$ cat src/hsq_pkg.sv
// package of constants and state types for the hot-swap rail sequencer
package hsq_pkg;
	localparam int NUM_CH = 4;
	// channel index order is also the ramp-up order
	localparam int CH_12V = 0;
	localparam int CH_5V = 1;
	localparam int CH_3V3 = 2;
	localparam int CH_NEG12V = 3;
	localparam int LAST_CH = NUM_CH - 1;
	// slot enable filter time and its cycle count at the reference clock
	localparam int CLK_FREQ_HZ = 25000000;
	localparam int ENABLE_FILTER_US = 100;
	localparam int ENABLE_FILTER_CYCLES = ENABLE_FILTER_US * (CLK_FREQ_HZ / 1000000);
	localparam int FILT_W = 12;
	localparam logic [FILT_W-1:0] FILT_ZERO = 12'h000;
	localparam logic [FILT_W-1:0] FILT_ONE = 12'h001;
	localparam logic [1:0] CH_ZERO = 2'h0;
	localparam logic [1:0] CH_ONE = 2'h1;
	localparam logic [1:0] CH_LAST = 2'h3;
	localparam logic [NUM_CH-1:0] GATES_OFF = 4'h0;
	typedef enum logic [2:0] {
		HSQ_SLEEP,
		HSQ_CHECK_IN,
		HSQ_RAMP,
		HSQ_HEALTHY,
		HSQ_RAMP_DOWN,
		HSQ_FAULT
	} hsq_state_type;
endpackage

$ cat src/hsq_filter.sv
// digital filter for the active-low slot enable input
`timescale 1ns/100ps
module hsq_filter #(
	parameter int FILT_CYCLES = hsq_pkg::ENABLE_FILTER_CYCLES
) (
	input  wire logic ref_clk_i,    // reference clock
	input  wire logic rst_i,        // async reset, active high
	input  wire logic raw_n_i,      // raw slot enable, active low
	output logic      filt_n_o      // filtered slot enable
);
	typedef struct packed {
		logic                           level;
		logic [hsq_pkg::FILT_W-1:0]     count;
	} hsq_filt_type;

	hsq_filt_type st_reg;
	hsq_filt_type st_next;

	// a change must hold for the whole window, either direction
	always_comb begin
		st_next = st_reg;
		if (raw_n_i == st_reg.level) begin
			st_next.count = hsq_pkg::FILT_ZERO;
		end else if (st_reg.count == hsq_pkg::FILT_W'(FILT_CYCLES - 1)) begin
			st_next.level = raw_n_i;
			st_next.count = hsq_pkg::FILT_ZERO;
		end else begin
			st_next.count = st_reg.count + hsq_pkg::FILT_ONE;
		end
	end

	// resets to deasserted so the rails stay off until a real low arrives
	always_ff @(posedge ref_clk_i or posedge rst_i) begin
		if (rst_i) begin
			st_reg <= '{level: 1'b1, count: hsq_pkg::FILT_ZERO};
		end else begin
			st_reg <= st_next;
		end
	end

	assign filt_n_o = st_reg.level;

	chk_filter_stable: assert property (@(posedge ref_clk_i) disable iff (rst_i)
		(raw_n_i == filt_n_o) |=> $stable(filt_n_o)) else $error("filter moved without input change");
endmodule

$ cat src/hsq_sequencer.sv
// hot-swap rail sequencer: ordered ramp, fault latch, power-good output
// Overview of operation
// - with inputs good and slot enable low, the rails ramp up one after another.
// - slot enable high turns every back-end rail off and the block goes to sleep.
// - power-good is open drain, pulled low only when all rails are good, else released.
// - power-good is false when power is off, a rail is out of window, overcurrent or timeout.
// - each channel's input is checked for undervoltage before it ramps, and is not ramped if low.
// - each ramp ends at its timer expiry, after which the load rail is watched continuously.
// - channels come up one at a time in the order 12 V, 5 V, 3.3 V, -12 V.
// - outside healthy and ramp-down, slot enable high holds all four gate drives off.
// - before each ramp, that channel's input is checked against undervoltage and all four inputs against overvoltage.
// - a channel that hits peak current finishes charging at that fixed limit.
// - an overcurrent on any gated channel turns all rails off and latches them until slot enable toggles or reset.
// - slot enable high while healthy ramps rails off one by one in reverse order, then sleeps.
// - slot enable is filtered for 100 us on both edges before any change is acted on.
`timescale 1ns/100ps
module hsq_sequencer #(
	parameter int NUM_CH      = hsq_pkg::NUM_CH,
	parameter int FILT_CYCLES = hsq_pkg::ENABLE_FILTER_CYCLES
) (
	input  wire logic              ref_clk_i,          // 25 MHz reference clock
	input  wire logic              rst_i,              // supply lockout reset, active high
	input  wire logic              slot_enable_n_i,    // backplane slot enable, active low
	input  wire logic [NUM_CH-1:0] input_uv_i,         // input rail below undervoltage limit
	input  wire logic [NUM_CH-1:0] input_ov_i,         // input rail above overvoltage limit
	input  wire logic [NUM_CH-1:0] backend_uv_i,       // load rail below undervoltage limit
	input  wire logic [NUM_CH-1:0] backend_ov_i,       // load rail above overvoltage limit
	input  wire logic [NUM_CH-1:0] overcurrent_i,      // circuit breaker trip per channel
	input  wire logic [NUM_CH-1:0] peak_limit_i,       // charge current reached peak limit
	input  wire logic [NUM_CH-1:0] ramp_expired_i,     // ramp timer expiry per channel
	output logic [NUM_CH-1:0]      pass_fet_drive_o,   // gate enable, bit 0 is 12 V
	output logic [NUM_CH-1:0]      fixed_limit_o,      // charge at fixed peak limit
	output logic [NUM_CH-1:0]      ramp_start_o,       // one-cycle pulse: start channel timer
	output logic                   power_good_n_o,     // open-drain output value, always 0
	output logic                   power_good_oe_n_o,  // low while pulling power-good low
	output logic                   sleep_o             // low-power sleep indication
);
	typedef struct packed {
		hsq_pkg::hsq_state_type state;
		logic [1:0]             ch;
		logic [NUM_CH-1:0]      gates;
		logic [NUM_CH-1:0]      fixed;
		logic [NUM_CH-1:0]      start;
		logic [NUM_CH-1:0]      done;
		logic                   good;
	} hsq_seq_type;

	hsq_seq_type st_reg;
	hsq_seq_type st_next;
	logic        enable_n;
	logic [NUM_CH-1:0] done_bad;
	logic        any_oc;

	hsq_filter #(
		.FILT_CYCLES (FILT_CYCLES)
	) u_filter (
		.ref_clk_i (ref_clk_i),
		.rst_i     (rst_i),
		.raw_n_i   (slot_enable_n_i),
		.filt_n_o  (enable_n)
	);

	// rails already ramped are watched continuously against their window
	assign done_bad = st_reg.done & (backend_uv_i | backend_ov_i);
	assign any_oc   = |(overcurrent_i & st_reg.gates);

	// sequencing state machine
	always_comb begin
		st_next       = st_reg;
		st_next.start = hsq_pkg::GATES_OFF;
		st_next.good  = 1'b0;
		// peak current reached: stay at the fixed limit until the channel is done
		st_next.fixed = st_reg.fixed | (peak_limit_i & st_reg.gates & ~st_reg.done);
		unique case (st_reg.state)
			hsq_pkg::HSQ_SLEEP: begin
				st_next.gates = hsq_pkg::GATES_OFF;
				st_next.done  = hsq_pkg::GATES_OFF;
				st_next.fixed = hsq_pkg::GATES_OFF;
				st_next.ch    = hsq_pkg::CH_ZERO;
				if (!enable_n && !(|input_uv_i)) begin
					st_next.state = hsq_pkg::HSQ_CHECK_IN;
				end
			end
			hsq_pkg::HSQ_CHECK_IN: begin
				// ramp only a channel whose input is in window; wait otherwise
				if (!input_uv_i[st_reg.ch] && !(|input_ov_i)) begin
					st_next.gates[st_reg.ch] = 1'b1;
					st_next.start[st_reg.ch] = 1'b1;
					st_next.state            = hsq_pkg::HSQ_RAMP;
				end
			end
			hsq_pkg::HSQ_RAMP: begin
				if (ramp_expired_i[st_reg.ch]) begin
					if (backend_uv_i[st_reg.ch] || backend_ov_i[st_reg.ch]) begin
						// timeout into a faulted load
						st_next.state = hsq_pkg::HSQ_FAULT;
						st_next.gates = hsq_pkg::GATES_OFF;
					end else begin
						st_next.done[st_reg.ch]  = 1'b1;
						st_next.fixed[st_reg.ch] = 1'b0;
						if (st_reg.ch == hsq_pkg::CH_LAST) begin
							st_next.state = hsq_pkg::HSQ_HEALTHY;
						end else begin
							st_next.ch    = st_reg.ch + hsq_pkg::CH_ONE;
							st_next.state = hsq_pkg::HSQ_CHECK_IN;
						end
					end
				end
			end
			hsq_pkg::HSQ_HEALTHY: begin
				st_next.good = ~(|done_bad);
				if (enable_n) begin
					st_next.good  = 1'b0;
					st_next.ch    = hsq_pkg::CH_LAST;
					st_next.gates[hsq_pkg::CH_LAST] = 1'b0;
					st_next.done[hsq_pkg::CH_LAST]  = 1'b0;
					st_next.state = hsq_pkg::HSQ_RAMP_DOWN;
				end
			end
			hsq_pkg::HSQ_RAMP_DOWN: begin
				// one rail per cycle in reverse order
				if (st_reg.ch == hsq_pkg::CH_ZERO) begin
					st_next.state = hsq_pkg::HSQ_SLEEP;
				end else begin
					st_next.ch = st_reg.ch - hsq_pkg::CH_ONE;
					st_next.gates[st_reg.ch - hsq_pkg::CH_ONE] = 1'b0;
					st_next.done[st_reg.ch - hsq_pkg::CH_ONE]  = 1'b0;
				end
			end
			hsq_pkg::HSQ_FAULT: begin
				// latched off; only a filtered high on slot enable releases it
				st_next.gates = hsq_pkg::GATES_OFF;
				st_next.done  = hsq_pkg::GATES_OFF;
				st_next.fixed = hsq_pkg::GATES_OFF;
				if (enable_n) begin
					st_next.state = hsq_pkg::HSQ_SLEEP;
				end
			end
		endcase
		// overcurrent beats every other event, even ramp-down
		if (any_oc) begin
			st_next.state = hsq_pkg::HSQ_FAULT;
			st_next.gates = hsq_pkg::GATES_OFF;
			st_next.done  = hsq_pkg::GATES_OFF;
			st_next.fixed = hsq_pkg::GATES_OFF;
			st_next.good  = 1'b0;
		end else if (enable_n && st_reg.state != hsq_pkg::HSQ_HEALTHY
				&& st_reg.state != hsq_pkg::HSQ_RAMP_DOWN) begin
			// power removal outside healthy and ramp-down: everything off at once
			st_next.state = hsq_pkg::HSQ_SLEEP;
			st_next.gates = hsq_pkg::GATES_OFF;
			st_next.done  = hsq_pkg::GATES_OFF;
			st_next.fixed = hsq_pkg::GATES_OFF;
		end
	end

	always_ff @(posedge ref_clk_i or posedge rst_i) begin
		if (rst_i) begin
			st_reg <= '{state: hsq_pkg::HSQ_SLEEP, ch: hsq_pkg::CH_ZERO,
				gates: hsq_pkg::GATES_OFF, fixed: hsq_pkg::GATES_OFF,
				start: hsq_pkg::GATES_OFF, done: hsq_pkg::GATES_OFF, good: 1'b0};
		end else begin
			st_reg <= st_next;
		end
	end

	// outputs straight from state flip-flops
	assign pass_fet_drive_o  = st_reg.gates;
	assign fixed_limit_o     = st_reg.fixed;
	assign ramp_start_o      = st_reg.start;
	assign power_good_n_o    = 1'b0;
	assign power_good_oe_n_o = ~st_reg.good;
	assign sleep_o           = (st_reg.state == hsq_pkg::HSQ_SLEEP);

	chk_gates_off_disabled: assert property (@(posedge ref_clk_i) disable iff (rst_i)
		(enable_n && st_reg.state != hsq_pkg::HSQ_HEALTHY
			&& st_reg.state != hsq_pkg::HSQ_RAMP_DOWN) |=> ($past(st_reg.state)
			== hsq_pkg::HSQ_FAULT || pass_fet_drive_o == hsq_pkg::GATES_OFF))
		else $error("gates on while slot disabled");
	chk_oc_latch_off: assert property (@(posedge ref_clk_i) disable iff (rst_i)
		any_oc |=> (pass_fet_drive_o == hsq_pkg::GATES_OFF) && power_good_oe_n_o
			&& st_reg.state == hsq_pkg::HSQ_FAULT) else $error("overcurrent did not latch off");
	chk_fault_held: assert property (@(posedge ref_clk_i) disable iff (rst_i)
		(st_reg.state == hsq_pkg::HSQ_FAULT && !enable_n) |=>
			st_reg.state == hsq_pkg::HSQ_FAULT) else $error("fault latch released early");
	chk_good_only_healthy: assert property (@(posedge ref_clk_i) disable iff (rst_i)
		!power_good_oe_n_o |-> $past(st_reg.state) == hsq_pkg::HSQ_HEALTHY
			&& pass_fet_drive_o == {NUM_CH{1'b1}}) else $error("power good without all rails");
	chk_good_window: assert property (@(posedge ref_clk_i) disable iff (rst_i)
		(|done_bad) |=> power_good_oe_n_o) else $error("power good with rail out of window");
	chk_one_at_time: assert property (@(posedge ref_clk_i) disable iff (rst_i)
		($countones(ramp_start_o) <= 1) and ((ramp_start_o != hsq_pkg::GATES_OFF) |->
			pass_fet_drive_o == ((ramp_start_o << 1) - 1'b1))) else $error("ramp order broken");
	chk_no_ramp_uv: assert property (@(posedge ref_clk_i) disable iff (rst_i)
		(st_reg.state == hsq_pkg::HSQ_CHECK_IN && input_uv_i[st_reg.ch] && !any_oc
			&& !enable_n) |=> st_reg.state == hsq_pkg::HSQ_CHECK_IN)
		else $error("ramped a channel with low input");
	chk_reverse_down: assert property (@(posedge ref_clk_i) disable iff (rst_i)
		(st_reg.state == hsq_pkg::HSQ_HEALTHY && enable_n && !any_oc) |=>
			pass_fet_drive_o == 4'h7 ##1 ($past(any_oc) || pass_fet_drive_o == 4'h3))
		else $error("ramp down not in reverse order");
	chk_fixed_limit: assert property (@(posedge ref_clk_i) disable iff (rst_i)
		(st_reg.state == hsq_pkg::HSQ_RAMP && peak_limit_i[st_reg.ch] && !any_oc && !enable_n
			&& !ramp_expired_i[st_reg.ch]) |=> fixed_limit_o[$past(st_reg.ch)])
		else $error("peak limit not held");
endmodule

$ cat config.mk
export PLATFORM = sky130hd
export DESIGN_NAME = hsq_sequencer
export DESIGN_NICKNAME = d
export VERILOG_FILES = /design/src/hsq_pkg.sv /design/src/hsq_filter.sv /design/src/hsq_sequencer.sv
export SDC_FILE = /design/constraint.sdc
export NUM_CORES = 1
export LEC_CHECK = 0
export ABC_AREA = 0
export BUFFER_PORTS_ARGS = -buffer_cell sky130_fd_sc_hd__buf_2
export CORE_AREA = 8 8 72 74
export DETAILED_ROUTE_END_ITERATION = 8
export DIE_AREA = 0 0 80 82
export PLACE_DENSITY = 0.93
export SLEW_MARGIN = 15
export SYNTH_ARGS = -nofsm -noshare
export SYNTH_HDL_FRONTEND = slang
export SYNTH_SLANG_ARGS = --single-unit
$ cat constraint.sdc
create_clock -name ref_clk_i -period 4.9 [get_ports ref_clk_i]
set_input_delay 0.98 -clock ref_clk_i [delete_from_list [all_inputs] [get_ports ref_clk_i]]
set_output_delay 0.98 -clock ref_clk_i [all_outputs]
set_load 0.02 [all_outputs]
==> metrics.txt, run 1 <==
Clock Sinks=35; dpl cell area=0.00242 mm2; CTS Hold Bufs=0; Net Sw Frac=0.391; clk_skew=7.12 ps; H-tree depth=2; Worst Min Path Start=u_filter.st_reg[0]$_DFF_PP0_; fin util=0.612; ant diodes=0; Post-synth EDFFs=0; sequential-to-total area share from yosys stat=0.386; FMAX=360 MHz; crit path max fanout=13; sequential power share=0.366; grt ovf=0; Reg clk slew, reported paths=80 ps; FF-to-FF Start=st_reg[19]$_DFFE_PP0P_; Cell Rows=24; vias in the first global route=1,939; # resized after CTS=0; minimum hold slack=484 ps; Worst Path Required=5100 ps; CTS root buf=clkbuf_8; Slew Limit Fails=0; Chip Width=80 um; static leakage=1.15 nW; Final period util=0.567; Largest register FFs=12; Yosys top cell by area=dfrtp_1; minimum clock period=2780 ps; routed vias/inst=5.98; clk_lat worst skew=300 ps; Clock Path Buffers=2; area of the die=0.00656 mm2; layout cells sized above 1=0.235; flop2flop setup slack=2150 ps; Reg-to-Reg End=fixed_limit_o[2]$_DFF_PP0_; DRT Pass-1 Iters=4; nets@finish=312; Combinational Power Share=0.379; Hold WC Path Type=reg2reg; Yosys Warn Count=0; Critical Path End Type=register; RSZ-0062 raised after global routing=false; post-synthesis cell type count=56; VDD IR max=0.000190 V; relative slew slack=0.317; # DRC=0; max_cap viols=0; Min-Delay Path Depth=1; Startpoint Class=input port; TritonCTS clock tree=done; number of synthesized register bits=35; worst setup path class=in2reg; Filler cells=357; Synth Net Count=284; WP data arrival=2980 ps; overall global routing resource usage=0.174; asr flop ratio synth=1.00; final hold vios=0; Synth top area share=0.375; Pint=0.633 mW; Post-Layout Inst Area=0.00254 mm2; 1st-iter DRT viols=110; Detail Placement HPWL=4240 um; routed len/inst=16.9 um; CTS Buf Count=5; Setup Buffers After CTS=0; initial core utilization=0.548; largest net degree at the start of global routing=36; run status=finished, final reports clean; Psw=0.406 mW; Synth Flop Type=dfrtp_1; setup TNS=0 ps; core footprint=0.00414 mm2; PortBufs=44; Pwr per Cell Area=410 mW/mm2; mapped cell area=0.00227 mm2; routability cong.=1.02; Mapped Cells=248; Area growth, synth to finish=11.7%; Die Y=82 um; Clock power frac=0.255; vias=1,967; first-pass GRT wire length=8890 um; Power Total=1.04 mW; initial antenna violation count=0; syn_area_per_cell=9.16 um2; Detailed Route WL=5550 um; post-route ant nets=0; Slew @ Worst Pin=1020 ps; I/O Pins=46; Setup Viol. Count Final=0; Area contributors post-synth=dfrtp_1 (37%), buf_4 (4.3%), nor2_1 (4.0%), o21ai_0 (3.5%), xor2_1 (3.5%); Hold Path Sink=u_filter.st_reg[0]$_DFF_PP0_; Reg2Reg Depth=4
## per-stage QoR
stage,worst slack (ps),instances
3_3_place_gp,2010,321
4_1_cts,2170,329
5_1_grt,1930,329
6_report,2120,329
3_5_place_dp,1840,321
2_1_floorplan,2330,248
## routing by layer
metal  track usage  part of all wire  vias to the layer above
li1              -                 -                      938
met1         0.214              0.42                      931
met2         0.282              0.49                       86
met3        0.0492             0.075                       12
met4        0.0709             0.020                        0
met5             0                 0                        -
## power by group through the flow
stage | clock network, mW | registers (mW) | logic (mW)
final | 0.265 | 0.380 | 0.394
after global routing | 0.283 | 0.389 | 0.429
after CTS | 0.267 | 0.378 | 0.390
after detailed placement | 0 | 0.384 | 0.388
after global placement | 0 | 0.383 | 0.379
after floorplan | 0 | 0.332 | 0.354
## how the worst max path moves through the flow
stage,cells after the start,slack [ps],startpoint,to
final,6,2120,overcurrent_i[0],fixed_limit_o[2]$_DFF_PP0_
after global routing,6,1930,overcurrent_i[0],fixed_limit_o[1]$_DFF_PP0_
after CTS,6,2170,overcurrent_i[2],fixed_limit_o[1]$_DFF_PP0_
after detailed placement,6,1840,overcurrent_i[2],fixed_limit_o[1]$_DFF_PP0_
after global placement,6,2010,overcurrent_i[2],fixed_limit_o[3]$_DFF_PP0_
after floorplan,5,2330,backend_uv_i[0],st_reg[20]$_DFFE_PP0P_
## layout by cell type, fill, tap and decap left out, types with 4 or more instances in the layout
master,n
a211oi_1,5
a21oi_1,8
a31oi_1,6
and2_1,4
buf_2,44
clkbuf_8,5
dfrtp_1,34
ha_1,5
inv_1,12
nand2_1,13
nand3_1,10
nor2_1,24
nor2b_1,6
o21ai_0,16
o21bai_1,4
xor2_1,9
## synth_stat cells (all sizes together) (5+ instances only)
master and number:
a211oi 5, a21oi 8, a31oi 6, buf 15, clkbuf 9, dfrtp 34
ha 5, inv 12, nand2 13, nand3 10, nor2 24, nor2b 6
o21ai 16, or2 5, xor2 9
## layout make-up
type                       instances  area, um2  area share
timing repair buffer              45        228      0.0898
tap                               52       65.1      0.0257
sequential                        35        877       0.346
multi-input combinational        177       1210       0.477
clock inverter                     3       43.8      0.0173
clock buffer                       5       68.8      0.0271
inverter                          12       45.0      0.0178
## critical path, stage by stage
cell and delay [ps]:
buf_2 100, a22oi_1 270, nand2_1 190, a31oi_1 790, o31ai_1 320, a211oi_1 320
## cell families (layout without fill, tap and decap cells)
| family | after synthesis | count (layout) | synth area share |
|---|---|---|---|
| AND/OR/NAND/NOR | 88 | 88 | 0.213 |
| AO/OA/AOI/OAI | 64 | 64 | 0.192 |
| buffers and inverters | 36 | 65 | 0.0815 |
| flip-flops | 35 | 35 | 0.386 |
| XOR/XNOR | 12 | 12 | 0.0463 |
| multiplexers | 7 | 7 | 0.0512 |
| adder cells (fa/ha/maj) | 5 | 5 | 0.0275 |
| other | 1 | 1 | 0.00165 |
Power figures use the tool's default switching activity.
==> run 2: changes to the inputs <==
Settings changed: CORE_AREA 8 8 72 74 to 8 8 74 76, DIE_AREA 0 0 80 82 to 0 0 82 84, PLACE_DENSITY 0.93 to 0.88.
Clock period 4.9 ns to 2.9 ns, I/O delays scaled along.
==> run 2 against run 1 <==
- utilization fell by 1.5 points
- sequential cell count did not move
- final cell count is 1.5% higher
- first-iteration DRC count shrank 1.8%
- clock power increased by 36%
- register-to-register slack got worse by 1500 ps
- critical path depth down 2
- worst hold slack worse by 110 ps
- design area up 0.39%
- combinational power rose by 93%
- highest routed layer unchanged
==> metrics.txt, run 2 (same netlist as run 1, synthesis figures left out) <==
DRT Pass-1 Iters=4 (unchanged); I/O Pins=46 (unchanged); WP buf/inv=0 (-1); clk_skew=7.89 ps (+0.773 ps); met3 usage=0.0259 (-0.0234); clk_lat worst skew=300 ps (about the same); Reg clk slew, reported paths=80 ps (about the same); Slew @ Worst Pin=680 ps (-340 ps); grt ovf=0 (unchanged); Max stage delay on crit path=630 ps (-160 ps); static leakage=1.16 nW (+0.79%); TritonCTS clock tree=done; Cell Rows=24 (unchanged); Clock Path Buffers=2 (unchanged); Chip Width=82 um (+2.5%); FMAX=450 MHz; Worst Path Required=3090 ps (-2010 ps); VDD IR max=0.000367 V (+93%); CTS Buf Count=5 (unchanged); core footprint=0.00426 mm2 (+2.9%); # resized after CTS=0 (unchanged); # DRC=0 (unchanged); layout cells sized above 1=0.245 (+0.0100); CTS root buf=clkbuf_8; fin util=0.597 (-0.0149); largest net degree at the start of global routing=19 (-47%); area of the die=0.00689 mm2 (+5.0%); Final period util=0.766; Clock Sinks=35 (unchanged); WP data arrival=2410 ps (-570 ps); 1st-iter DRT viols=108 (-1.8%); minimum hold slack=375 ps (-109 ps); routed vias/inst=6.03 (+0.86%); Detail Placement HPWL=4290 um (+1.1%); PortBufs=44 (unchanged); Die Y=84 um (+2.4%); Setup Buffers After CTS=0 (unchanged); Hold WC Path Type=in2async; Setup Viol. Count Final=0 (unchanged); RSZ-0062 raised after global routing=false; setup TNS=0 ps (unchanged); Startpoint Class=register; CP max-delay cell=mux4_2; initial core utilization=0.533 (-0.0154); CTS Hold Bufs=0 (unchanged); nets@finish=317 (+1.6%); cell count after placement=326 (+1.6%); Slew Limit Fails=0 (unchanged); H-tree depth=2 (unchanged); vias=2,014 (+2.4%); Pwr per Cell Area=667 mW/mm2 (+63%); run status=finished, final reports clean; worst slack, placed=527 ps (-1320 ps); Critical Path End Type=register; crit path max fanout=7 (-6); most used routing layer=met2; Area growth, synth to finish=12.1%; met1 GRT Util=0.211 (-0.00334); CP cell instances=mux4_2 -> a2111o_1 -> nor3b_2 -> mux2_4; vias in the first global route=1,957 (+0.93%); first-pass GRT wire length=9030 um (+1.6%); Largest register FFs=12 (unchanged); minimum clock period=2220 ps; PnR worst setup slack=678 ps (-1440 ps); routability cong.=0.970 (-4.6%); non-filler cells, final=334 (+1.5%); most frequent cells in the layout=buf_2 (44), dfrtp_1 (34), nor2_1 (24); routed len/inst=16.5 um (-2.3%); CP top delay family=multiplexers; GR Layer Usage met2=0.253 (-0.0293); worst setup path class=reg2reg; most common cell after layout, fill and taps aside=buf_2; Detailed Route WL=5510 um (-0.79%); initial antenna violation count=0 (unchanged); ant diodes=0 (unchanged); max_cap viols=0 (unchanged); overall global routing resource usage=0.163 (-0.0109); final hold vios=0 (unchanged); relative slew slack=0.546 (+0.229); post-route ant nets=0 (unchanged)
## run 2: area by class of cell
cell class / count / area, um2
fillers: 378 / 1720
multi-input cells: 177 / 1210
flip-flops and latches: 35 / 877
repair buffers: 50 / 265
clock buffers: 6 / 72.6
well taps: 52 / 65.1
inverters: 12 / 45.0
clock inverters: 2 / 12.5
## run 2: worst register-to-register path: cells and delay by family (launching register included)
family | cells | cell delay, ps
flops | 1 | 500
mux | 2 | 940
compound gates | 1 | 480
simple gates | 1 | 190
## run 2: path summary, 6_finish.rpt
| check | slack (ps) | end | depth (start not counted) | startpoint |
|---|---|---|---|---|
| worst min register to register | 490 | u_filter.st_reg[0]$_DFF_PP0_ | 1 | u_filter.st_reg[0]$_DFF_PP0_ |
| max in group asynchronous | 1760 | u_filter.filt_n_o$_DFFE_PP1P_ | 3 | rst_i |
| worst max-delay path | 680 | st_reg[19]$_DFFE_PP0P_ | 4 | st_reg[17]$_DFFE_PP0P_ |
| min in group ref_clk_i | 490 | u_filter.st_reg[0]$_DFF_PP0_ | 1 | u_filter.st_reg[0]$_DFF_PP0_ |
| worst min-delay path | 370 | fixed_limit_o[3]$_DFF_PP0_ | 2 | rst_i |
| worst max register to register | 680 | st_reg[19]$_DFFE_PP0P_ | 4 | st_reg[17]$_DFFE_PP0P_ |
## run 2: power by group
group	switching, mW	internal [mW]	leakage (nW)	total (mW)
Sequential	0.0532	0.522	0.480	0.576
Combinational	0.442	0.320	0.634	0.762
Clock	0.193	0.168	0.0412	0.361
## run 2: layer usage
layer | routed length, um | vias up
li1 | - | 944
met3 | 341 | 13
met2 | 2630 | 87
met5 | 0 | -
met4 | 162 | 0
met1 | 2370 | 970
## run 2: per-stage QoR
| step | cell area [um2] | power [mW] |
|---|---|---|
| 2_1_floorplan | 2270 | 1.16 |
| 3_3_place_gp | 2460 | 1.33 |
| 3_5_place_dp | 2460 | 1.34 |
| 4_1_cts | 2550 | 1.69 |
| 5_1_grt | 2550 | 1.79 |
| 6_report | 2550 | 1.70 |
==> run 3: changes to the inputs <==
Settings changed: CORE_AREA 8 8 74 76 to 8 8 77 79, DIE_AREA 0 0 82 84 to 0 0 85 87, PLACE_DENSITY 0.88 to 0.85.
Clock period 2.9 ns to 2 ns, I/O delays scaled along.
==> run 3 against run 2 <==
- clock power rose by 76%
- fmax is 13% higher
- non-clock buffer count up 32
- via count rose by 4.1%
- highest routed layer unchanged
==> metrics.txt, run 3 (same netlist as run 1, synthesis figures left out) <==
clk_skew=3.58 ps (-4.32 ps); CTS Hold Bufs=0 (unchanged); # DRC=0 (unchanged); minimum clock period=1960 ps (-260 ps); worst slack, placed=-123 ps (-650 ps); 1st-iter DRT viols=94 (-13%); final hold vios=0 (unchanged); FMAX=510 MHz (+13%); ant diodes=0 (unchanged); CP cell instances=mux4_2 -> a2111o_1 -> nor3b_2 -> mux2_4; WP buf/inv=0 (unchanged); Slew @ Worst Pin=766 ps (+85.7 ps); Pwr per Cell Area=1010 mW/mm2 (+51%); Detailed Route WL=5970 um (+8.4%); relative slew slack=0.485 (-0.0610); WP data arrival=2140 ps (-270 ps); layout cells sized above 1=0.373 (+0.128); H-tree depth=2 (unchanged); CTS root buf=clkbuf_8; PnR worst setup slack=38.3 ps (-640 ps); initial core utilization=0.469 (-0.0641); met3 wire len=272 um (-20%); Reg clk slew, reported paths=70 ps (about the same); CP max-delay cell=mux4_2; CTS Buf Count=5 (unchanged); vias in the first global route=2,172 (+11%); vias=2,096 (+4.1%); DRT Pass-1 Iters=4 (unchanged); Area growth, synth to finish=27.9%; most common cell after layout, fill and taps aside=buf_2; Worst Path Required=2180 ps (-910 ps); post-route ant nets=0 (unchanged); routed len/inst=16.1 um (-2.2%); clk_lat worst skew=290 ps (about the same); first-pass GRT wire length=9820 um (+8.8%); static leakage=1.34 nW (+16%); Largest register FFs=12 (unchanged); worst setup path class=reg2reg; I/O Pins=46 (unchanged); VDD IR max=0.000489 V (+33%); M1 WL=2440 um (+2.8%); max layer used=met4; routability cong.=0.914 (-5.7%); Slew Limit Fails=0 (unchanged); CP top delay family=multiplexers; grt ovf=0 (unchanged); Startpoint Class=register; TritonCTS clock tree=done; core footprint=0.00485 mm2 (+14%); overall global routing resource usage=0.164 (+0.000551); max_cap viols=0 (unchanged); most frequent cells in the layout=buf_2 (44), buf_4 (36), dfrtp_1 (32); run status=finished, final reports clean; Clock Path Buffers=2 (unchanged); nets@finish=349 (+10%); Die Y=87 um (+3.6%); routed vias/inst=5.66 (-6.1%); Chip Width=85 um (+3.7%); largest net degree at the start of global routing=36 (+17); Max stage delay on crit path=560 ps (-70 ps); FF-to-FF Start=st_reg[17]$_DFFE_PP0P_; Final period util=0.981 (+0.215); crit path launch=st_reg[17]$_DFFE_PP0P_; PortBufs=44 (unchanged); setup TNS=0 ps (unchanged); Met2 Wirelength=3120 um (+19%); Critical Path End Type=register; crit path max fanout=5 (-2); Cell Rows=26 (+8.3%); Hold WC Path Type=in2async; Clock Sinks=35 (unchanged); area of the die=0.00740 mm2 (+7.4%); Detail Placement HPWL=4580 um (+6.9%); initial antenna violation count=0 (unchanged); RSZ-0062 raised after global routing=true; Setup Viol. Count Final=0 (unchanged)
==> run 3: cell count changes in the layout (fill, tap and decap cells not counted), sizes merged <==
cell      before  now
clkinvlp       1    0
clkinv         1    2
bufinv         0    1
buf           50   82
clkbuf         6    5
==> run 3: final timing paths <==
path / slack, ps / cells past startpoint / endpoint
min in group ref_clk_i: 380 / 2 / u_filter.filt_n_o$_DFFE_PP1P_
worst max-delay path: 40 / 4 / st_reg[19]$_DFFE_PP0P_
worst min-delay path: 200 / 3 / u_filter.st_reg[10]$_DFF_PP0_
worst min register to register: 500 / 1 / u_filter.st_reg[0]$_DFF_PP0_
worst max register to register: 40 / 4 / st_reg[19]$_DFFE_PP0P_
max in group asynchronous: 1450 / 3 / u_filter.filt_n_o$_DFFE_PP1P_
==> run 3: metrics by stage <==
| stage | area (um2) | std cells | hold WS [ps] | power, mW | util |
|---|---|---|---|---|---|
| final | 2900 | 370 | 204 | 2.93 | 0.599 |
| after global routing | 2900 | 370 | 252 | 3.11 | 0.599 |
| after CTS | 2840 | 370 | 226 | 2.81 | 0.586 |
| after detailed placement | 2720 | 362 | 484 | 2.16 | 0.561 |
| after global placement | 2720 | 362 | 464 | 2.13 | 0.561 |
| after floorplan | 2270 | 248 | 448 | 1.68 | - |
==> run 3: metal layers <==
layer	GRT usage	up-vias
li1	-	1009
met1	0.184	1017
met2	0.294	59
met3	0.0377	11
met4	0.0599	0
met5	0	-
==> run 3: power breakdown <==
group,total [mW],internal (mW),switching (mW)
Clock,0.634,0.371,0.263
Combinational,1.49,0.686,0.805
Sequential,0.810,0.760,0.0499
Total,2.93,1.82,1.12
==> run 3: repair_timing <==
item / CTS / global route
setup endpoints to repair: 2 / 9
resized for setup: 3 / 18
pin swaps: 0 / 1
endpoints found under the hold margin: 0 / 0
setup buffers: 0 / 0
==> run 3: final cells by class <==
class | count | area (um2)
sequential | 35 | 880
clock buffer | 5 | 68.8
tap | 56 | 70.1
fill | 405 | 1940
timing repair buffer | 82 | 522
clock inverter | 3 | 43.8
inverter | 12 | 45.0
multi-input combinational | 177 | 1270
==> run 3: tightest hold or removal path, delay by kind of cell <==
| family | cells | cell delay [ps] |
|---|---|---|
| buffers and inverters | 3 | 530 |
